--- config.mk ---
export PLATFORM = sky130hd
export DESIGN_NAME = phy_event_interrupt_unit
export DESIGN_NICKNAME = d
export VERILOG_FILES = /design/src/logic/peiu_pkg.sv /design/src/logic/peiu_event_latch.sv /design/src/logic/peiu_irq_drive.sv /design/src/logic/phy_event_interrupt_unit.sv
export SDC_FILE = /design/constraint.sdc
export NUM_CORES = 1
export LEC_CHECK = 0
export BUFFER_PORTS_ARGS = -buffer_cell sky130_fd_sc_hd__buf_4
export CELL_PAD_IN_SITES_DETAIL_PLACEMENT = 1
export CELL_PAD_IN_SITES_GLOBAL_PLACEMENT = 2
export CORE_MARGIN = 10
export CORE_UTILIZATION = 37
export DETAILED_ROUTE_END_ITERATION = 12
export PLACE_DENSITY = 0.87
export SETUP_SLACK_MARGIN = 0.5
export SLEW_MARGIN = 10
export SYNTH_ARGS = -nofsm -noshare
export SYNTH_HDL_FRONTEND = slang
export SYNTH_HIERARCHICAL = 1
export SYNTH_SLANG_ARGS = --single-unit
export TNS_END_PERCENT = 50
--- constraint.sdc ---
create_clock -name core_clk -period 2.6 [get_ports core_clk]
set_clock_uncertainty 0.1 [all_clocks]
set_input_delay 0.26 -clock core_clk [delete_from_list [all_inputs] [get_ports core_clk]]
set_output_delay 0.26 -clock core_clk [all_outputs]
set_load 0.01 [all_outputs]
--- src/logic/peiu_pkg.sv ---
package peiu_pkg;

    // Register port geometry.
    localparam int ADDR_W = 5;
    localparam int DATA_W = 16;

    // Register offsets on the management register port.
    localparam logic [4:0] ENABLE_OFS = 5'h12;
    localparam logic [4:0] PENDING_OFS = 5'h13;
    localparam logic [4:0] CONFIG_OFS = 5'h14;

    // Event positions, shared by the enable and the pending register.
    localparam int NEG_ERROR_POS = 15;
    localparam int RATE_CHANGE_POS = 14;
    localparam int DUPLEX_CHANGE_POS = 13;
    localparam int PAGE_RECEIVED_POS = 12;
    localparam int NEG_DONE_POS = 11;
    localparam int LINK_CHANGE_POS = 10;
    localparam int FALSE_CARRIER_POS = 8;
    localparam int PAIR_SWAP_POS = 6;
    localparam int RATE_DOWNSHIFT_POS = 5;
    localparam int DOZE_CHANGE_POS = 4;
    localparam int WAKE_PACKET_POS = 3;
    localparam int MAC_SIDE_ERROR_POS = 2;
    localparam int POLARITY_FLIP_POS = 1;
    localparam int JABBER_POS = 0;

    // Bits 9 and 7 carry no event in either register.
    localparam logic [15:0] EVENT_MASK = 16'hFD7F;

    // Position of the interrupt pin polarity bit in the configuration register.
    localparam int IRQ_POLARITY_POS = 13;

    // Reset values.
    localparam logic [15:0] ENABLE_RESET = 16'h0000;
    localparam logic [15:0] PENDING_RESET = 16'h0000;
    localparam logic IRQ_POLARITY_RESET = 1'h1;

endpackage

--- src/logic/peiu_event_latch.sv ---
`timescale 1ns/100ps

module peiu_event_latch (
    input wire logic core_clk,
    input wire logic arst_n,
    input wire logic [15:0] evt_vec,
    input wire logic [15:0] clear_mask,
    output logic [15:0] pending
);

    typedef struct packed {
        logic [15:0] pending;
    } peiu_latch_state_t;

    peiu_latch_state_t state;
    peiu_latch_state_t next_state;

    // A new event is ORed in after the clear, so an event that coincides
    // with the clearing read survives for the next read.
    always_comb
    begin
        next_state = state;
        next_state.pending = ((state.pending & ~clear_mask) | evt_vec)
            & peiu_pkg::EVENT_MASK;
    end

    always_ff @(posedge core_clk or negedge arst_n)
    begin
        if (!arst_n)
        begin
            state.pending <= peiu_pkg::PENDING_RESET;
        end
        else
        begin
            state <= next_state;
        end
    end

    assign pending = state.pending;

endmodule

--- src/logic/peiu_irq_drive.sv ---
`timescale 1ns/100ps

module peiu_irq_drive (
    input wire logic core_clk,
    input wire logic arst_n,
    input wire logic [15:0] pending,
    input wire logic [15:0] enable,
    input wire logic polarity_low,
    output logic irq_active,
    output logic irq_pin
);

    typedef struct packed {
        logic active;
        logic pin;
    } peiu_irq_state_t;

    peiu_irq_state_t state;
    peiu_irq_state_t next_state;
    logic request;

    always_comb
    begin
        next_state = state;
        request = |(pending & enable);
        next_state.active = request;
        next_state.pin = polarity_low ? ~request : request;
    end

    // The pin resets to its idle level for the default active-low polarity.
    always_ff @(posedge core_clk or negedge arst_n)
    begin
        if (!arst_n)
        begin
            state.active <= 1'h0;
            state.pin <= 1'h1;
        end
        else
        begin
            state <= next_state;
        end
    end

    assign irq_active = state.active;
    assign irq_pin = state.pin;

endmodule

--- src/logic/phy_event_interrupt_unit.sv ---
// Overview of operation
// - Interrupt only for enabled event that occurred
// - Status bit sets even when not enabled
// - Status bit shows event since last read
// - Read returning one clears that status bit
// - Bit 15 negotiation error, bit 11 done
// - Bit 14 rate change, bit 13 duplex
// - Bit 12 page received, clear on read
// - Bit 10 link change, bit 8 carrier
// - Bit 6 pair swap, bit 1 polarity
// - Bit 5 downshift, bit 4 doze change
// - Bit 3 wake packet, bit 2 MAC error
// - Bit 0 jabber, latched, clear on read
// - Config bit 13 sets pin polarity, default low
//
// Our own choice: the strobed register port.
`timescale 1ns/100ps

module phy_event_interrupt_unit (
    input wire logic core_clk,
    input wire logic arst_n,
    input wire logic [4:0] reg_addr,
    input wire logic [15:0] reg_wdata,
    input wire logic reg_wr,
    input wire logic reg_rd,
    output logic [15:0] reg_rdata,
    input wire logic evt_negotiation_error,
    input wire logic evt_rate_change,
    input wire logic evt_duplex_change,
    input wire logic evt_page_received,
    input wire logic evt_negotiation_done,
    input wire logic evt_link_change,
    input wire logic evt_false_carrier,
    input wire logic evt_pair_swap_change,
    input wire logic evt_rate_downshift,
    input wire logic evt_doze_change,
    input wire logic evt_wake_packet,
    input wire logic evt_mac_side_error,
    input wire logic evt_polarity_flip,
    input wire logic evt_jabber,
    output logic irq_pin
);

    typedef struct packed {
        logic [15:0] enable;
        logic polarity_low;
        logic [15:0] rdata;
    } peiu_top_state_t;

    peiu_top_state_t state;
    peiu_top_state_t next_state;

    logic [15:0] evt_vec;
    logic [15:0] pending;
    logic [15:0] clear_mask;
    logic irq_active;
    logic read_pending;

    function automatic logic hits(input logic strobe, input logic [4:0] addr,
                                  input logic [4:0] ofs);
        hits = strobe && (addr == ofs);
    endfunction

    // Event sources come from detection logic on the same clock, so no
    // synchroniser is needed; each is a one-cycle occurrence strobe.
    always_comb
    begin
        evt_vec = 16'h0000;
        evt_vec[peiu_pkg::NEG_ERROR_POS] = evt_negotiation_error;
        evt_vec[peiu_pkg::NEG_DONE_POS] = evt_negotiation_done;
        evt_vec[peiu_pkg::RATE_CHANGE_POS] = evt_rate_change;
        evt_vec[peiu_pkg::DUPLEX_CHANGE_POS] = evt_duplex_change;
        evt_vec[peiu_pkg::PAGE_RECEIVED_POS] = evt_page_received;
        evt_vec[peiu_pkg::LINK_CHANGE_POS] = evt_link_change;
        evt_vec[peiu_pkg::FALSE_CARRIER_POS] = evt_false_carrier;
        evt_vec[peiu_pkg::PAIR_SWAP_POS] = evt_pair_swap_change;
        evt_vec[peiu_pkg::POLARITY_FLIP_POS] = evt_polarity_flip;
        evt_vec[peiu_pkg::RATE_DOWNSHIFT_POS] = evt_rate_downshift;
        evt_vec[peiu_pkg::DOZE_CHANGE_POS] = evt_doze_change;
        evt_vec[peiu_pkg::WAKE_PACKET_POS] = evt_wake_packet;
        evt_vec[peiu_pkg::MAC_SIDE_ERROR_POS] = evt_mac_side_error;
        evt_vec[peiu_pkg::JABBER_POS] = evt_jabber;
    end

    // Only the bits that the read actually returns as one are cleared, which
    // keeps each pending event reported exactly once.
    assign read_pending = hits(reg_rd, reg_addr, peiu_pkg::PENDING_OFS);
    assign clear_mask = read_pending ? pending : 16'h0000;

    peiu_event_latch u_latch (
        .core_clk(core_clk),
        .arst_n(arst_n),
        .evt_vec(evt_vec),
        .clear_mask(clear_mask),
        .pending(pending)
    );

    peiu_irq_drive u_irq (
        .core_clk(core_clk),
        .arst_n(arst_n),
        .pending(pending),
        .enable(state.enable),
        .polarity_low(state.polarity_low),
        .irq_active(irq_active),
        .irq_pin(irq_pin)
    );

    // Register port. Read data stand for one cycle after the read strobe and
    // are zero at all other times, so a stale word is never mistaken for a
    // fresh one. Unmapped offsets read zero and ignore writes.
    always_comb
    begin
        next_state = state;
        next_state.rdata = 16'h0000;
        if (hits(reg_wr, reg_addr, peiu_pkg::ENABLE_OFS))
        begin
            next_state.enable = reg_wdata & peiu_pkg::EVENT_MASK;
        end
        if (hits(reg_wr, reg_addr, peiu_pkg::CONFIG_OFS))
        begin
            next_state.polarity_low = reg_wdata[peiu_pkg::IRQ_POLARITY_POS];
        end
        if (reg_rd)
        begin
            case (reg_addr)
                peiu_pkg::ENABLE_OFS:
                begin
                    next_state.rdata = state.enable;
                end
                peiu_pkg::PENDING_OFS:
                begin
                    next_state.rdata = pending;
                end
                peiu_pkg::CONFIG_OFS:
                begin
                    next_state.rdata[peiu_pkg::IRQ_POLARITY_POS] = state.polarity_low;
                end
                default:
                begin
                    next_state.rdata = 16'h0000;
                end
            endcase
        end
    end

    always_ff @(posedge core_clk or negedge arst_n)
    begin
        if (!arst_n)
        begin
            state.enable <= peiu_pkg::ENABLE_RESET;
            state.polarity_low <= peiu_pkg::IRQ_POLARITY_RESET;
            state.rdata <= 16'h0000;
        end
        else
        begin
            state <= next_state;
        end
    end

    assign reg_rdata = state.rdata;
endmodule

==> results.py, run 1 <==
metrics = {
    "layout": {
        "mostFrequentLayoutCells": "buf_4 (53), dfrtp_1 (44), and3_1 (16)",
        "syn2layout_area_growth_pct": 18.0,
        "final_cells": 292,
        "layout_commonest_cell": "buf_4",
        "n_antenna_cell": 0,
        "final_cell_area_um2": 2630,
        "drive_above_1_share_pct": 39.6,
        "fin_nets": 255,
    },
    "die": {
        "die_width_um": 97.6,
        "io_pins": 56,
        "chipHeight_um": 97.6,
        "coreArea_um2": 5890,
        "rows": 28,
        "initial_utilization_pct": 37.8,
        "die_area_um2": 9520,
    },
    "worst_setup_path": {
        "crit_type": "flip-flop to flip-flop",
        "cp-start-kind": "flip-flop",
        "cp.arrival_ps": 1530,
        "path_buf_inv": 0,
        "critPathTopFamily": "compound AO/OA/AOI/OAI gates",
        "r2r-start": "u_latch/pending[2]$_DFF_PN0_",
        "crit_path_top_delay_cell": "dfrtp_1",
        "crit_start": "u_latch/pending[2]$_DFF_PN0_",
        "timing.reg2reg.setup_slack_ps": 1180,
        "critPathMaxFanout": 4,
        "cp_cell_sequence": "a22o_1 > a221oi_2 > nand4_2 > xor2_1",
        "cp-end-kind": "flip-flop",
        "required_ps": 2710,
        "slowest_delay_ps": 420,
        "r2r-end": "u_irq/irq_pin$_DFF_PN1_",
        "reg2regPathDepth": 4,
    },
    "global_route": {
        "grt_start_max_net_pins": 47,
        "grt_pass1_vias": 1611,
        "antenna_found_initial": 0,
        "grt_pass1_wl_um": 8430,
        "grt-ovfl-total": 0,
        "grt.total_usage_pct": 10.8,
    },
    "power_and_ir_drop": {
        "power.leakage_nw": 1.32,
        "p_per_area_nw_per_um2": 576,
        "ir_worst_vdd_mv": 0.199,
    },
    "sta": {
        "max_freq_mhz": 706,
        "setup_ws_ps": 1180,
        "drv_slew": 0,
        "relSlewSlack_pct": 61.2,
        "period_needed_ps": 1420,
        "finalHoldViolCount": 0,
        "fin_crit_sh_pct": 54.5,
        "grt_setup_unrepaired": "no",
        "worst_slew_pin_slew_ps": 580,
        "finalSetupViolCount": 0,
        "fin_tns_setup_ps": 0,
    },
    "hold_path": {
        "hold_path_end": "u_latch/pending[3]$_DFF_PN0_",
        "hold_start": "evt_wake_packet",
        "hold_depth": 2,
        "hp-class": "input pin to flip-flop",
    },
    "place": {
        "placed_area_um2": 2520,
        "dp_hpwl_um": 3680,
        "dp_slack_ps": 984,
        "dp_cells": 283,
        "gp_congestion": 0.706,
        "numPortBuffers": 53,
    },
    "cts": {
        "clk_latency_ps": 280,
        "clk_path_buf_depth": 2,
        "numCtsBuffers": 5,
        "ctsHtreeMaxLevel": 2,
        "cts_sinks": 46,
        "clkSlewWorstSetupHoldPaths_ps": 80,
        "cts_root_buf": "clkbuf_8",
        "cts_tree": "yes",
        "postCtsSetupBuffers": 0,
    },
    "routing": {
        "dr.pass1.iters": 3,
        "drt-vias-per-instance": 4.71,
        "post_drt_wl_per_cell_um": 17.4,
        "routed_wl_um": 5080,
        "drtIter0Drc": 24,
        "ant_nets": 0,
        "drc": 0,
        "route.vias.total": 1375,
    },
    "job": {
        "cap_violations": 0,
    },
    "yosys": {
        "synthesis.area_um2": 2230,
        "syn-mean-instance-area_um2": 12.4,
        "yosysWarnings": 6,
        "syn_inst": 179,
    },
    "outcome": {
        "status": "complete, no violations",
    },
}
==> flip-flops by register name, summed over array words and instances (netlist names) <==
name and count:
reg_rdata 16, state 15, u_irq/irq_pin 1, u_latch/pending 14
==> area by class of cell <==
cell class | count | area [um2]
well taps | 75 | 93.8
multi-input cells | 95 | 827
flip-flops and latches | 46 | 1150
clock buffers | 7 | 86.3
inverters | 14 | 52.6
repair buffers | 54 | 408
fillers | 652 | 3260
clock inverters | 1 | 5.00
==> stage by stage <==
step                util (%)  hold WS [ps]  power (mW)
CTS                     44.6          32.2        1.53
floorplan                  -          -136       0.982
finish                  44.6          42.0        1.51
detailed placement      42.9           213        1.09
global placement        42.9           209        1.07
global route            44.6          28.1        1.59
==> what timing repair did <==
action,CTS,global route
hold buffers,1,0
hold endpoints to repair,44,0
gates resized for setup,0,0
==> where the power goes <==
group	switching, mW	internal (mW)	total [mW]
clock	0.231	0.215	0.446
combinational	0.0924	0.148	0.240
sequential	0.0530	0.774	0.827
total	0.377	1.14	1.51
==> layer usage <==
metal  global-route usage (%)  up-vias  routed length (um)
met4                     4.36        0                  65
met5                        0        -                   0
met3                     2.77        5                 232
met1                     12.4      683                2240
met2                     18.5       30                2540
li1                         -      657                   -
==> worst max path at each step <==
stage / end / slack (ps) / cells after the start
2_1_floorplan: u_latch/pending[14]$_DFF_PN0_ / 1120 / 7
3_3_place_gp: u_latch/pending[2]$_DFF_PN0_ / 1010 / 6
3_5_place_dp: u_latch/pending[11]$_DFF_PN0_ / 980 / 6
4_1_cts: u_irq/irq_pin$_DFF_PN1_ / 1170 / 4
5_1_grt: u_irq/irq_pin$_DFF_PN1_ / 1120 / 4
6_report: u_irq/irq_pin$_DFF_PN1_ / 1180 / 4
Power figures use the tool's default switching activity.
==> inputs of run 2 (changes only) <==
- ABC_AREA: not set -> 1
- CORE_UTILIZATION: 37 -> 30
- PLACE_DENSITY: 0.87 -> 0.82
- clock period: 2.6 -> 1.4 ns (I/O delays scaled with it)
==> run 2 against run 1 <==
  * The run now ends with negative hold slack left
  * Cell area is 21% higher
  * Count of clock-buffer cells in the layout unchanged
  * Sequential share of layout area is 7.7 points lower
  * Global-route usage is 0.47 points higher
  * Sequential power up 83%
  * Critical path depth increased by 2
  * Critical path type unchanged
  * Critical endpoint unchanged
  * Highest routed layer unchanged
==> results.py, run 2 <==
metrics = {
    "cts": {
        "cts_tree": "yes",
        "cts_hold_buffers": 27,
        "ctsHtreeMaxLevel": 2,
        "clkSlewWorstSetupHoldPaths_ps": 90,
        "clk_path_buf_depth": 2,
        "cts_sinks": 46,
        "cts_root_buf": "clkbuf_8",
        "numCtsBuffers": 5,
        "clk_latency_ps": 290,
    },
    "layout": {
        "syn2layout_area_growth_pct": 41.1,
        "n_antenna_cell": 0,
        "layout_commonest_cell": "nand2_1",
        "largest_reg_flops": 16,
        "fill_cells": 914,
        "fin_nets": 397,
        "drive_above_1_share_pct": 25.9,
        "finish.utilization_pct": 43.7,
        "mostFrequentLayoutCells": "nand2_1 (98), buf_4 (46), inv_1 (44), dfrtp_1 (44), nand3_1 (38)",
    },
    "sta": {
        "period_needed_ps": 1160,
        "fin_tns_setup_ps": 0,
        "finalHoldViolCount": 44,
        "finalSetupViolCount": 0,
        "drv_slew": 0,
        "grt_setup_unrepaired": "yes",
        "relSlewSlack_pct": 60.7,
        "fin_crit_sh_pct": 82.7,
        "worst_slew_pin_slew_ps": 590,
        "max_freq_mhz": 863,
        "whs_ps": -259,
        "setup_ws_ps": 242,
    },
    "worst_setup_path": {
        "cp.depth": 6,
        "crit_start": "u_latch/pending[10]$_DFF_PN0_",
        "r2r-end": "u_irq/irq_pin$_DFF_PN1_",
        "cp-start-kind": "flip-flop",
        "slowest_delay_ps": 410,
        "crit_path_top_delay_cell": "dfrtp_1",
        "critPathTopFamily": "simple AND/OR/NAND/NOR gates",
        "crit_type": "flip-flop to flip-flop",
        "critPathMaxFanout": 3,
        "crit_end": "u_irq/irq_pin$_DFF_PN1_",
        "r2r-start": "u_latch/pending[10]$_DFF_PN0_",
        "path_buf_inv": 0,
        "reg2regPathDepth": 6,
        "cp.arrival_ps": 1280,
        "cp_cell_sequence": "nand2_1 > nand2_1 > nor2_1 > nand2_1 > o21ai_1 > nand2_2",
        "required_ps": 1520,
        "cp-end-kind": "flip-flop",
        "cpMostUsedCell": "nand2_1",
        "timing.reg2reg.setup_slack_ps": 240,
    },
    "yosys": {
        "synthesis.area_um2": 2260,
        "yosysWarnings": 6,
        "syn-mean-instance-area_um2": 7.92,
        "syn_inst": 285,
    },
    "place": {
        "dp_slack_ps": 147,
        "gp_congestion": 0.717,
        "dp_hpwl_um": 4210,
        "numPortBuffers": 53,
    },
    "power_and_ir_drop": {
        "comb_power_share_pct": 17.2,
        "ir_worst_vdd_mv": 0.358,
        "swShare_pct": 25.4,
        "p_int_mw": 2.22,
        "p_per_area_nw_per_um2": 936,
        "switchingPower_uw": 755,
        "power_frac_clock_pct": 32.2,
        "power_frac_seq_pct": 50.6,
        "power.leakage_nw": 1.78,
    },
    "global_route": {
        "grt_start_max_net_pins": 47,
        "antenna_found_initial": 0,
        "grt_pass1_vias": 2187,
        "grt-ovfl-total": 0,
        "grt_pass1_wl_um": 10400,
        "grt.total_usage_pct": 11.3,
    },
    "hold_path": {
        "hp-class": "input pin to asynchronous set/reset pin",
    },
    "routing": {
        "dr.pass1.iters": 4,
        "route.vias.total": 1930,
        "drc": 0,
        "ant_nets": 0,
        "post_drt_wl_per_cell_um": 13.6,
        "routed_wl_um": 6220,
        "drt-vias-per-instance": 4.21,
        "drtIter0Drc": 105,
    },
    "die": {
        "rows": 31,
        "coreArea_um2": 7290,
        "io_pins": 56,
        "die_width_um": 107,
        "initial_utilization_pct": 31.0,
        "chipHeight_um": 107,
        "die_area_um2": 11400,
    },
    "outcome": {
        "violations": "negative hold slack",
        "status": "finished, violations left",
    },
    "job": {
        "cap_violations": 0,
    },
}
[run 2: cell type report]
cell class                      instances  area (um2)  area share [%]
Multi-Input combinational cell        165         777            24.4
Timing Repair Buffer                   92         838            26.3
Inverter                               48         185            5.82
Clock buffer                            7        76.3            2.40
Clock inverter                          1        30.0           0.943
Tap cell                               99         124            3.89
Sequential cell                        46        1150            36.2
[run 2: worst reg2reg max path, cell delays in order (launching register included)]
cell and delay, ps:
dfrtp_1 410, nand2_1 80, nand2_1 50, nor2_1 110
nand2_1 100, o21ai_1 170, nand2_2 80
[run 2: worst min path at each step]
stage | startpoint | endpoint | slack, ps | depth (start not counted)
floorplan | arst_n | reg_rdata[0]$_DFF_PN0_ | -260 | 0
global placement | arst_n | reg_rdata[13]$_DFF_PN0_ | 90 | 1
detailed placement | arst_n | reg_rdata[9]$_DFF_PN0_ | 90 | 1
CTS | arst_n | u_latch/pending[4]$_DFF_PN0_ | -230 | 1
global route | arst_n | reg_rdata[5]$_DFF_PN0_ | -210 | 1
finish | arst_n | state[19]$_DFFE_PN0P_ | -260 | 1
[run 2: stage by stage]
stage | cell area [um2] | total power, mW | std cells
after floorplan | 2340 | 1.76 | 287
after global placement | 2650 | 1.93 | 414
after detailed placement | 2650 | 1.95 | 414
after CTS | 3110 | 3.01 | 452
after global routing | 3180 | 3.17 | 458
final | 3180 | 2.98 | 458
[run 2: repair_timing]
action / CTS / global route
resized for setup: 16 / 10
pin swaps: 1 / 9
endpoints found under the hold margin: 72 / 44
buffers inserted: 3 / 6
endpoints found under the setup margin: 35 / 49
[run 2: power groups by stage]
stage	sequential [mW]	combinational [mW]	clock, mW
final	1.51	0.511	0.959
after CTS	1.51	0.503	0.997
after global routing	1.52	0.586	1.06
after detailed placement	1.54	0.410	0
after floorplan	1.52	0.239	0
after global placement	1.53	0.399	0
[run 2: layer usage]
metal | global-route usage, % | vias up | part of all wire [%]
li1 | - | 976 | -
met3 | 2.16 | 6 | 3.2
met1 | 11.9 | 920 | 41
met2 | 21.2 | 28 | 54
met5 | 0 | - | 0
met4 | 4.84 | 0 | 1.5
